## config.mk

```make
export PLATFORM = sky130hd
export DESIGN_NAME = message_unit_queues
export DESIGN_NICKNAME = d
export VERILOG_FILES = /design/src/msg_queue_pkg.sv /design/src/message_unit_queues.sv /design/src/queue_pointer.sv
export SDC_FILE = /design/constraint.sdc
export NUM_CORES = 1
export LEC_CHECK = 0
export BUFFER_PORTS_ARGS = -buffer_cell sky130_fd_sc_hd__buf_2
export CAP_MARGIN = 5
export CORE_ASPECT_RATIO = 1.75
export CORE_MARGIN = 2
export CORE_UTILIZATION = 55
export DETAILED_ROUTE_END_ITERATION = 8
export PLACE_DENSITY = 0.77
export SLEW_MARGIN = 20
export SYNTH_ARGS = -nofsm -noshare
export SYNTH_HDL_FRONTEND = slang
export SYNTH_SLANG_ARGS = --single-unit
```

## constraint.sdc

```tcl
create_clock -name ref_clk_i -period 7.6 [get_ports ref_clk_i]
set_input_delay 1.14 -clock ref_clk_i [delete_from_list [all_inputs] [get_ports ref_clk_i]]
set_output_delay 1.14 -clock ref_clk_i [all_outputs]
set_load 0.01 [all_outputs]
```

## src/msg_queue_pkg.sv

```systemverilog
// constants shared by the message unit queue logic
package msg_queue_pkg;
  // host-visible list ports, byte offsets from the first base address
  localparam logic [7:0] INBOUND_LIST_PORT = 8'h40;
  localparam logic [7:0] OUTBOUND_LIST_PORT = 8'h44;
  // local processor register offsets
  localparam logic [7:0] LP_CTRL = 8'h00;
  localparam logic [7:0] LP_IB_FREE_HEAD = 8'h04;
  localparam logic [7:0] LP_IB_POST_TAIL = 8'h08;
  localparam logic [7:0] LP_OB_FREE_TAIL = 8'h0c;
  localparam logic [7:0] LP_OB_POST_HEAD = 8'h10;
  localparam logic [7:0] LP_IB_FREE_CNT = 8'h14;
  localparam logic [7:0] LP_IB_POST_CNT = 8'h18;
  localparam logic [7:0] LP_OB_POST_CNT = 8'h1c;
  localparam logic [7:0] LP_IRQ_MASK = 8'h20;
  localparam logic [7:0] LP_OB_IRQ_MASK = 8'h24;
  // queue size field of the control register
  localparam int QSIZE_LSB = 10;
  localparam int QSIZE_MSB = 12;
  localparam int QSIZE_W = 3;
  // processor interrupt enable bits and the host interrupt mask bit
  localparam int IRQ_NORMAL_BIT = 0;
  localparam int IRQ_FAST_BIT = 1;
  localparam int OB_MASK_BIT = 0;
  // smallest queue, in entries; size field n gives this times 2**n
  localparam logic [31:0] Q_MIN_ENTRIES = 32'h0000_0010;
  // one entry is one 32-bit word
  localparam logic [31:0] ENTRY_BYTES = 32'h0000_0004;
  localparam int ENTRY_SHIFT = 2;
  // invalid frame pointer entry
  localparam logic [31:0] FRAME_INVALID = 32'hffff_ffff;
  localparam logic [31:0] ZERO_WORD = 32'h0000_0000;
  // host port sequencer states
  typedef enum logic [1:0] {
    ST_IDLE = 2'b00,
    ST_ORDER = 2'b01,
    ST_MEM = 2'b10,
    ST_RESP = 2'b11
  } host_state_t;
endpackage

```

## src/message_unit_queues.sv

```systemverilog
// message unit: host list ports, queue pointers, counts and interrupts
`timescale 1ns/1ps
module message_unit_queues
  import msg_queue_pkg::*;
#(
  parameter int CNT_W = 16
) (
  input wire logic ref_clk_i,
  input wire logic resetn_i,
  // host target side, same clock
  input wire logic host_req_i,
  input wire logic host_we_i,
  input wire logic [7:0] host_addr_i,
  input wire logic [31:0] host_wdata_i,
  input wire logic host_wr_pending_i,
  output logic host_busy_o,
  output logic host_ack_o,
  output logic [31:0] host_rdata_o,
  // local processor registers
  input wire logic lp_req_i,
  input wire logic lp_we_i,
  input wire logic [7:0] lp_addr_i,
  input wire logic [31:0] lp_wdata_i,
  output logic lp_ack_o,
  output logic [31:0] lp_rdata_o,
  // local memory port
  output logic mem_req_o,
  output logic mem_we_o,
  output logic [31:0] mem_addr_o,
  output logic [31:0] mem_wdata_o,
  input wire logic mem_done_i,
  input wire logic [31:0] mem_rdata_i,
  // interrupts
  output logic proc_irq_o,
  output logic proc_fiq_o,
  output logic pci_irq_n_o
);
  host_state_t state_reg;
  logic busy_reg;
  logic ack_reg;
  logic [31:0] rdata_reg;
  logic mem_req_reg;
  logic mem_we_reg;
  logic [31:0] mem_addr_reg;
  logic [31:0] mem_wdata_reg;
  logic is_outbound_reg;
  logic [31:0] ctrl_reg;
  logic [1:0] irq_mask_reg;
  logic ob_mask_reg;
  logic [CNT_W-1:0] ib_free_cnt_reg;
  logic [CNT_W-1:0] ib_post_cnt_reg;
  logic [CNT_W-1:0] ob_post_cnt_reg;
  logic lp_ack_reg;
  logic [31:0] lp_rdata_reg;
  logic proc_irq_reg;
  logic proc_fiq_reg;
  logic pci_irq_n_reg;
  logic [QSIZE_W-1:0] qsize;
  logic [31:0] ib_free_head;
  logic [31:0] ib_post_tail;
  logic [31:0] ob_free_tail;
  logic [31:0] ob_post_head;
  logic lp_wr;
  logic mem_fin;
  logic adv_ib_free;
  logic adv_ib_post;
  logic adv_ob_free;
  logic adv_ob_post;
  logic take;

  function automatic logic lp_hit(input logic [7:0] off);
    lp_hit = lp_wr && (lp_addr_i == off);
  endfunction

  assign lp_wr = lp_req_i && lp_we_i;
  assign take = host_req_i && !busy_reg;
  assign mem_fin = (state_reg == ST_MEM) && mem_done_i;
  assign qsize = ctrl_reg[QSIZE_MSB:QSIZE_LSB];
  // one advance per completed memory access
  assign adv_ib_free = mem_fin && !mem_we_reg && !is_outbound_reg;
  assign adv_ib_post = mem_fin && mem_we_reg && !is_outbound_reg;
  assign adv_ob_post = mem_fin && !mem_we_reg && is_outbound_reg;
  assign adv_ob_free = mem_fin && mem_we_reg && is_outbound_reg;

  // the four hardware-held pointers; software loads them at setup
  queue_pointer u_ib_free_head (
    .ref_clk_i(ref_clk_i),
    .resetn_i(resetn_i),
    .load_i(lp_hit(LP_IB_FREE_HEAD)),
    .load_val_i(lp_wdata_i),
    .adv_i(adv_ib_free),
    .size_i(qsize),
    .ptr_o(ib_free_head)
  );
  queue_pointer u_ib_post_tail (
    .ref_clk_i(ref_clk_i),
    .resetn_i(resetn_i),
    .load_i(lp_hit(LP_IB_POST_TAIL)),
    .load_val_i(lp_wdata_i),
    .adv_i(adv_ib_post),
    .size_i(qsize),
    .ptr_o(ib_post_tail)
  );
  queue_pointer u_ob_free_tail (
    .ref_clk_i(ref_clk_i),
    .resetn_i(resetn_i),
    .load_i(lp_hit(LP_OB_FREE_TAIL)),
    .load_val_i(lp_wdata_i),
    .adv_i(adv_ob_free),
    .size_i(qsize),
    .ptr_o(ob_free_tail)
  );
  queue_pointer u_ob_post_head (
    .ref_clk_i(ref_clk_i),
    .resetn_i(resetn_i),
    .load_i(lp_hit(LP_OB_POST_HEAD)),
    .load_val_i(lp_wdata_i),
    .adv_i(adv_ob_post),
    .size_i(qsize),
    .ptr_o(ob_post_head)
  );

  // host port sequencer; one request at a time, later ones refused while busy
  always_ff @(posedge ref_clk_i) begin
    if (!resetn_i) begin
      state_reg <= ST_IDLE;
      busy_reg <= 1'b0;
      ack_reg <= 1'b0;
      rdata_reg <= ZERO_WORD;
      mem_req_reg <= 1'b0;
      mem_we_reg <= 1'b0;
      mem_addr_reg <= ZERO_WORD;
      mem_wdata_reg <= ZERO_WORD;
      is_outbound_reg <= 1'b0;
    end else begin
      ack_reg <= 1'b0;
      case (state_reg)
        ST_IDLE: begin
          if (take) begin
            busy_reg <= 1'b1;
            mem_we_reg <= host_we_i;
            mem_wdata_reg <= host_wdata_i;
            is_outbound_reg <= (host_addr_i == OUTBOUND_LIST_PORT);
            // decode of the two list ports
            if (host_addr_i == INBOUND_LIST_PORT) begin
              if (host_we_i) begin
                mem_addr_reg <= ib_post_tail;
                state_reg <= ST_ORDER;
              end else if (ib_free_cnt_reg == '0) begin
                // empty free queue answers with the invalid entry
                rdata_reg <= FRAME_INVALID;
                state_reg <= ST_RESP;
              end else begin
                mem_addr_reg <= ib_free_head;
                mem_req_reg <= 1'b1;
                state_reg <= ST_MEM;
              end
            end else if (host_addr_i == OUTBOUND_LIST_PORT) begin
              if (host_we_i) begin
                mem_addr_reg <= ob_free_tail;
                mem_req_reg <= 1'b1;
                state_reg <= ST_MEM;
              end else if (ob_post_cnt_reg == '0) begin
                rdata_reg <= FRAME_INVALID;
                state_reg <= ST_RESP;
              end else begin
                mem_addr_reg <= ob_post_head;
                mem_req_reg <= 1'b1;
                state_reg <= ST_MEM;
              end
            end else begin
              // unmapped offsets read zero, writes dropped
              rdata_reg <= ZERO_WORD;
              state_reg <= ST_RESP;
            end
          end
        end
        ST_ORDER: begin
          // post only after earlier host writes reached memory
          if (!host_wr_pending_i) begin
            mem_req_reg <= 1'b1;
            state_reg <= ST_MEM;
          end
        end
        ST_MEM: begin
          // host held until the single word access completes
          if (mem_done_i) begin
            mem_req_reg <= 1'b0;
            rdata_reg <= mem_we_reg ? ZERO_WORD : mem_rdata_i;
            state_reg <= ST_RESP;
          end
        end
        ST_RESP: begin
          ack_reg <= 1'b1;
          busy_reg <= 1'b0;
          state_reg <= ST_IDLE;
        end
        default: begin
          state_reg <= ST_IDLE;
        end
      endcase
    end
  end

  // count registers; hardware and software events in one cycle both count
  always_ff @(posedge ref_clk_i) begin
    if (!resetn_i) begin
      ib_free_cnt_reg <= '0;
      ib_post_cnt_reg <= '0;
      ob_post_cnt_reg <= '0;
    end else begin
      // software write adds one free entry; host pop removes one
      ib_free_cnt_reg <= ib_free_cnt_reg
        + CNT_W'(lp_hit(LP_IB_FREE_CNT)) - CNT_W'(adv_ib_free);
      // host post adds one; software write removes one
      ib_post_cnt_reg <= ib_post_cnt_reg
        + CNT_W'(adv_ib_post) - CNT_W'(lp_hit(LP_IB_POST_CNT));
      // software write adds one; host pop removes one
      ob_post_cnt_reg <= ob_post_cnt_reg
        + CNT_W'(lp_hit(LP_OB_POST_CNT)) - CNT_W'(adv_ob_post);
    end
  end

  // control and mask registers
  always_ff @(posedge ref_clk_i) begin
    if (!resetn_i) begin
      ctrl_reg <= ZERO_WORD;
      irq_mask_reg <= 2'h0;
      ob_mask_reg <= 1'b0;
    end else begin
      if (lp_hit(LP_CTRL)) begin
        ctrl_reg <= lp_wdata_i;
      end
      if (lp_hit(LP_IRQ_MASK)) begin
        irq_mask_reg <= lp_wdata_i[IRQ_FAST_BIT:IRQ_NORMAL_BIT];
      end
      if (lp_hit(LP_OB_IRQ_MASK)) begin
        ob_mask_reg <= lp_wdata_i[OB_MASK_BIT];
      end
    end
  end

  // local register reads, answered one cycle after the request
  always_ff @(posedge ref_clk_i) begin
    if (!resetn_i) begin
      lp_ack_reg <= 1'b0;
      lp_rdata_reg <= ZERO_WORD;
    end else begin
      lp_ack_reg <= lp_req_i;
      if (lp_req_i && !lp_we_i) begin
        if (lp_addr_i == LP_CTRL) begin
          lp_rdata_reg <= ctrl_reg;
        end else if (lp_addr_i == LP_IB_FREE_HEAD) begin
          lp_rdata_reg <= ib_free_head;
        end else if (lp_addr_i == LP_IB_POST_TAIL) begin
          lp_rdata_reg <= ib_post_tail;
        end else if (lp_addr_i == LP_OB_FREE_TAIL) begin
          lp_rdata_reg <= ob_free_tail;
        end else if (lp_addr_i == LP_OB_POST_HEAD) begin
          lp_rdata_reg <= ob_post_head;
        end else if (lp_addr_i == LP_IB_FREE_CNT) begin
          lp_rdata_reg <= 32'(ib_free_cnt_reg);
        end else if (lp_addr_i == LP_IB_POST_CNT) begin
          lp_rdata_reg <= 32'(ib_post_cnt_reg);
        end else if (lp_addr_i == LP_OB_POST_CNT) begin
          lp_rdata_reg <= 32'(ob_post_cnt_reg);
        end else if (lp_addr_i == LP_IRQ_MASK) begin
          lp_rdata_reg <= 32'(irq_mask_reg);
        end else if (lp_addr_i == LP_OB_IRQ_MASK) begin
          lp_rdata_reg <= 32'(ob_mask_reg);
        end else begin
          lp_rdata_reg <= ZERO_WORD;
        end
      end
    end
  end

  // interrupts are levels on the counts, so they cannot lose a post
  always_ff @(posedge ref_clk_i) begin
    if (!resetn_i) begin
      proc_irq_reg <= 1'b0;
      proc_fiq_reg <= 1'b0;
      pci_irq_n_reg <= 1'b1;
    end else begin
      // held while any inbound post is pending and its enable bit is set
      proc_irq_reg <= (ib_post_cnt_reg != '0) && irq_mask_reg[IRQ_NORMAL_BIT];
      proc_fiq_reg <= (ib_post_cnt_reg != '0) && irq_mask_reg[IRQ_FAST_BIT];
      // host interrupt while outbound posts remain, unless masked
      pci_irq_n_reg <= !((ob_post_cnt_reg != '0) && !ob_mask_reg);
    end
  end

  assign host_busy_o = busy_reg;
  assign host_ack_o = ack_reg;
  assign host_rdata_o = rdata_reg;
  assign mem_req_o = mem_req_reg;
  assign mem_we_o = mem_we_reg;
  assign mem_addr_o = mem_addr_reg;
  assign mem_wdata_o = mem_wdata_reg;
  assign lp_ack_o = lp_ack_reg;
  assign lp_rdata_o = lp_rdata_reg;
  assign proc_irq_o = proc_irq_reg;
  assign proc_fiq_o = proc_fiq_reg;
  assign pci_irq_n_o = pci_irq_n_reg;
endmodule

```

## src/queue_pointer.sv

```systemverilog
// one hardware-held queue pointer with size-dependent wrap
`timescale 1ns/1ps
module queue_pointer
  import msg_queue_pkg::*;
(
  input wire logic ref_clk_i,
  input wire logic resetn_i,
  input wire logic load_i,
  input wire logic [31:0] load_val_i,
  input wire logic adv_i,
  input wire logic [QSIZE_W-1:0] size_i,
  output logic [31:0] ptr_o
);
  logic [31:0] ptr_reg;
  logic [31:0] ptr_next;
  logic [31:0] wrap_mask;

  // byte span of the queue minus one; queue must be aligned to its span
  assign wrap_mask = ((Q_MIN_ENTRIES << size_i) << ENTRY_SHIFT) - 32'h0000_0001;

  always_comb begin
    ptr_next = ptr_reg;
    if (load_i) begin
      ptr_next = load_val_i;
    end else if (adv_i) begin
      ptr_next = (ptr_reg & ~wrap_mask) | ((ptr_reg + ENTRY_BYTES) & wrap_mask);
    end
  end

  // software load wins over an advance in the same cycle
  always_ff @(posedge ref_clk_i) begin
    if (!resetn_i) begin
      ptr_reg <= ZERO_WORD;
    end else begin
      ptr_reg <= ptr_next;
    end
  end

  assign ptr_o = ptr_reg;
endmodule

```

Word level (Yosys, flattened, before mapping) --
Index checks and enable logic that the tools add are counted.
Word-level totals: input bits 120, logic and storage cells 181, output and inout port bits 136, flip-flop bits (word level) 350
Operators by class: add/subtract/negate cells 11, shift-type cells 1, reduce and logical (&&, ||, !) cells 49, bitwise gates (word level) 13, equal/unequal tests 26, muxes and demuxes 57
Operator list (count):
- 32-bit 2-to-1 mux | 28
- 32-bit bitwise AND | 8
- 32-bit by 3-bit adder with 32-bit output, second input constant | 4
- 32-bit bitwise OR | 4
- 32-bit one-hot mux with 2 select lines | 1
- 16-bit by 1-bit adder with 16-bit output | 3
- 16-bit 2-to-1 mux | 3
- 16-bit by 1-bit subtractor with 16-bit output | 3
- 8-bit by 5-bit equality test with 1-bit output, second input constant | 4
- 16-bit zero test | 2
- 32-bit NOT | 1
- 16-bit nonzero test | 2
- 32-bit by 1-bit subtractor with 32-bit output, second input constant | 1
- 5-bit by 3-bit << shifter with 30-bit output, first input constant | 1
- 1-bit logical AND | 23
- 3-bit inequality test, second input constant | 7
- 8-bit by 4-bit equality test with 1-bit output, second input constant | 2
- 8-bit by 6-bit equality test with 1-bit output, second input constant | 2
- 8-bit by 7-bit equality test with 1-bit output, second input constant | 2
- 1-bit 2-to-1 mux | 15
- 2-bit 2-to-1 mux | 7
- 2-bit nonzero test | 7
- 8-bit by 3-bit equality test with 1-bit output, second input constant | 1
- 8-bit zero test | 1
- other kinds (15) | 25

Depth between registers and ports, before layout --
depth in word-level cells 11, depth in mapped cells 15

Modules after synthesis --
From an unflattened synthesis, not the netlist that was laid out.
Unflattened totals: cell total of the unflattened synthesis 2457, area, all modules 20266.9 um2
Modules (own cells, without submodules):
- message_unit_queues | area each 12747.2 um2, cells each 1553, instances 1, sequential area each 4444.3 um2
- queue_pointer (u_ib_free_head ...) | area each 1876.8 um2, cells each 226, instances 3, sequential area each 640.6 um2
- queue_pointer (u_ib_post_tail) | area each 1889.3 um2, cells each 226, instances 1, sequential area each 640.6 um2

Least setup slack after synthesis --
Ideal clock, no wire load.
kind input port to flip-flop, start point input lp_addr_i[2], end point register ib_free_cnt_reg[14], setup slack 3221 ps, arrival time 4307 ps, stages on the path 14, setup time 72 ps, cell sequence buf_2 buf_2 nor4b_1 clkbuf_1 nand2_1 ha_1 inv_1 ha_1 fa_1 a211o_1 a31o_2 a311oi_1 o2bb2ai_1 mux2i_1
Between the ends: longest elaborated chain between the ends 4
RTL lines:
- start, declared | RTL line message_unit_queues.sv:22 | input wire logic [7:0] lp_addr_i,
- 8-bit by 5-bit equality test with 1-bit output | RTL line message_unit_queues.sv:72 | lp_hit = lp_wr && (lp_addr_i == off);
- 1-bit logical AND | RTL line message_unit_queues.sv:72
- 16-bit by 1-bit adder with 16-bit output | RTL line message_unit_queues.sv:214 | + CNT_W'(lp_hit(LP_IB_FREE_CNT)) - CNT_W'(adv_ib_free);
- 16-bit by 1-bit subtractor with 16-bit output | RTL line message_unit_queues.sv:214
- end signal, assigned | RTL line message_unit_queues.sv:213 | ib_free_cnt_reg <= ib_free_cnt_reg
- end, declared | RTL line message_unit_queues.sv:50 | logic [CNT_W-1:0] ib_free_cnt_reg;
Every way passes these cells. A chain may end at the register's enable or synchronous reset.

Final worst setup path --
start point input lp_addr_i[3], end point register ob_post_cnt_reg[12]
Between the ends: longest elaborated chain between the ends 4
RTL lines:
- 8-bit by 5-bit equality test with 1-bit output | RTL line message_unit_queues.sv:72
- 1-bit logical AND | RTL line message_unit_queues.sv:72
- 16-bit by 1-bit adder with 16-bit output | RTL line message_unit_queues.sv:220 | + CNT_W'(lp_hit(LP_OB_POST_CNT)) - CNT_W'(adv_ob_post);
- 16-bit by 1-bit subtractor with 16-bit output | RTL line message_unit_queues.sv:220
- end signal, assigned | RTL line message_unit_queues.sv:219 | ob_post_cnt_reg <= ob_post_cnt_reg
- end, declared | RTL line message_unit_queues.sv:52 | logic [CNT_W-1:0] ob_post_cnt_reg;
Every way passes these cells.

==> flow_summary.ini <==
[timing]
final_max_slew_viol_count = 0
grt_setup_unrepaired = false
hold-worst-slack_ns = 0.450
finalClockSkew_ns = 0.0267
finalHoldViolCount = 0
final.min_clock_period_ns = 4.37
maxClockFrequency_mhz = 229
worst_slew_margin_rel_pct = 25.5
slew_worst_pin_ns = 1.11
final_setup_fails = 0
final_min_period_over_clock_period_pct = 57.5
finalSetupTns_ns = 0

[synth]
synth_warnings = 0
synthesized_net_count = 2456
yosysTopAreaCell = sky130_fd_sc_hd__dfxtp_1
synthCells = 2255
synth_async_sr_flop_share_pct = 0
yosys.cell_count.top_type = sky130_fd_sc_hd__nand2_1
netlist_top_cells_area = sky130_fd_sc_hd__dfxtp_1 38%, sky130_fd_sc_hd__nand2_1 8.5%, sky130_fd_sc_hd__a21oi_1 7.0%
synth_cell_type_count = 86
post_synth_instance_area_um2 = 18600
synth-edff-count = 0
synthesis.area_per_instance_um2 = 8.26
yosysSeqAreaShare_pct = 37.6
synth-main-ff-cell = sky130_fd_sc_hd__dfxtp_1
post_synth_most_frequent_cells = 424 x sky130_fd_sc_hd__nand2_1, 350 x sky130_fd_sc_hd__dfxtp_1, 262 x sky130_fd_sc_hd__a21oi_1, 130 x sky130_fd_sc_hd__nor2_1, 110 x sky130_fd_sc_hd__nor3_1
synth.top_cell.area_share_pct = 37.6
yosys_register_bits = 350

[grt]
gr-usage-all-layers_pct = 36.6
grt_antenna_before_repair = 5
grt_pass1_vias = 17800
globalRoute.totalOverflow = 0
grt_pass1_wl_um = 99200
grt_max_degree = 147

[placed_design]
place_congestion = 1.00
placed_area_um2 = 20100
numPortBuffers = 255
dp_hpwl_um = 47100

[clock_network]
cts_buf_count = 35
cts_tree = yes
clock_tree.htree_level_count = 2
clkLatencyLatePin_ns = 0.54
cts_hold_repair_buffers = 0
clkSinkCount = 350
cts_setup_buffers = 0
path_clk_slew_ns = 0.07
cts_buffer_depth = 3
cts_repair_resize_count = 0
clk_root_buffer_cell = sky130_fd_sc_hd__clkbuf_16

[die]
io_pins = 256
core_um2 = 33500
die_width_um = 143
fp-row-count = 89
floorplan.initialDensity_pct = 55.6
design.die.area_um2 = 35400
dieHeight_um = 247

[worst_hold_path]
timing.hold.worst.class = flip-flop to flip-flop
holdCritStartpoint = host_rdata_o[1]
timing.hold.worst_endpoint = host_rdata_o[1]
hold-path-cell-count = 2

[worst_setup_path]
timing.critical_path.to_type = flip-flop
critical_path_peak_fanout = 26
crit-reg2reg-launch = state_reg[0]
critPathRequiredTime_ns = 8.02
crit_path_start_kind = input pin
critical_path_class = input pin to flip-flop
worst_r2r_endpoint = ib_post_cnt_reg[14]
r2r_slack_ns = 3.83
cp_data_arrival_time_ns = 4.79
rr_worst_depth = 13

[routing]
violation_count_after_the_first_detailed_route_iteration = 1616
via_per_inst = 6.22
wirelength_um = 66300
drt-wirelength-per-cell_um = 22.9
detailroute.via_count = 18000
dr_pass1_iterations = 6
antenna_violating_nets_post_route = 0
drt_drc_violations_left = 0

[power]
ir_drop_uv = 218
p_leak_nw = 8.06
power.density_cell_area_nw_per_um2 = 296

[finish]
area_delta_synth_final_pct = 14.2
num-nets-final = 2620
final_area_um2 = 21300
drive_above_1_share_pct = 17.4

[run]
timing.max_cap.violations = 0

[run_status]
status = complete, no violations
==> power by group <==
group          internal [mW]  switching, mW
logic                  0.916           1.29
clock network           1.08          0.771
registers               2.07          0.179
==> through the flow <==
| step | utilization (%) | setup slack, ns | power [mW] | cells |
|---|---|---|---|---|
| 6_report | 63.4 | 3.23 | 6.30 | 2899 |
| 5_1_grt | 63.4 | 2.93 | 6.64 | 2897 |
| 4_1_cts | 63.4 | 3.26 | 6.31 | 2896 |
| 3_5_place_dp | 59.9 | 2.74 | 4.48 | 2837 |
| 3_3_place_gp | 59.9 | 2.84 | 4.41 | 2837 |
| 2_1_floorplan | - | 3.22 | 3.85 | 2255 |
==> layout by cell type (no fill, tap or decap), types with 18 or more instances in the layout <==
cell,instances
sky130_fd_sc_hd__mux2i_1,34
sky130_fd_sc_hd__nand4_1,23
sky130_fd_sc_hd__inv_1,84
sky130_fd_sc_hd__nor3_1,109
sky130_fd_sc_hd__buf_4,28
sky130_fd_sc_hd__o21ai_0,43
sky130_fd_sc_hd__nor2_1,127
sky130_fd_sc_hd__a211oi_1,50
sky130_fd_sc_hd__nand2_1,423
sky130_fd_sc_hd__xnor2_1,61
sky130_fd_sc_hd__dfxtp_1,350
sky130_fd_sc_hd__ha_1,78
sky130_fd_sc_hd__buf_2,254
sky130_fd_sc_hd__nand3_1,28
sky130_fd_sc_hd__mux4_2,34
sky130_fd_sc_hd__clkbuf_16,35
sky130_fd_sc_hd__a21o_1,18
sky130_fd_sc_hd__a22oi_1,40
sky130_fd_sc_hd__nand2b_1,19
sky130_fd_sc_hd__a21oi_1,262
==> worst max-delay path, cell delays in order <==
cell and delay, ns:
sky130_fd_sc_hd__buf_2 0.26, sky130_fd_sc_hd__buf_4 0.42, sky130_fd_sc_hd__nand2_1 0.30, sky130_fd_sc_hd__nor2_1 0.22
sky130_fd_sc_hd__nand2_1 0.08, sky130_fd_sc_hd__ha_1 0.29, sky130_fd_sc_hd__inv_1 0.05, sky130_fd_sc_hd__ha_1 0.17
sky130_fd_sc_hd__inv_1 0.07, sky130_fd_sc_hd__fa_1 0.39, sky130_fd_sc_hd__nor2b_1 0.22, sky130_fd_sc_hd__o311ai_1 0.22
sky130_fd_sc_hd__a2111oi_2 0.57, sky130_fd_sc_hd__nor2_1 0.09, sky130_fd_sc_hd__o311ai_0 0.31
==> worst max path at each step <==
stage	from	end	cells past startpoint
finish	lp_addr_i[3]	ob_post_cnt_reg[12]	15
global route	lp_addr_i[3]	ob_post_cnt_reg[12]	15
CTS	lp_addr_i[3]	ob_post_cnt_reg[12]	15
detailed placement	lp_addr_i[3]	ob_post_cnt_reg[12]	15
global placement	lp_addr_i[3]	ob_post_cnt_reg[12]	15
floorplan	lp_addr_i[2]	ib_free_cnt_reg[14]	14
==> routing by layer <==
layer  GRT usage (%)  part of all wire, %  vias up  wire (um)
li1                -                    -     8368          -
met1            36.5                   32     8493      21400
met3            6.27                  6.4      344       4240
met4            36.6                   12        2       7670
met5               0                0.020        -         13
met2            62.6                   50      831      33000
==> area by class of cell <==
class | count | area [um^2]
Timing Repair Buffer | 282 | 1480
Inverter | 85 | 327
Multi-Input combinational cell | 1665 | 10700
Antenna cell | 3 | 7.51
Clock buffer | 40 | 925
Tap cell | 455 | 569
Sequential cell | 350 | 7010
Clock inverter | 19 | 264
Fill cell | 2948 | 12300
==> cell families (layout without fill, tap and decap cells) <==
family / count (synthesis) / in the layout / share of synthesized area [%]
adder cells (fa/ha/maj): 81 / 81 / 5.56
buffers and inverters: 240 / 426 / 5.31
other: 0 / 3 / 0
flip-flops: 350 / 350 / 37.6
AO/OA/AOI/OAI: 580 / 580 / 20.3
XOR/XNOR: 76 / 76 / 3.57
multiplexers: 80 / 80 / 6.66
AND/OR/NAND/NOR: 848 / 848 / 21.0
Power figures use the tool's default switching activity.
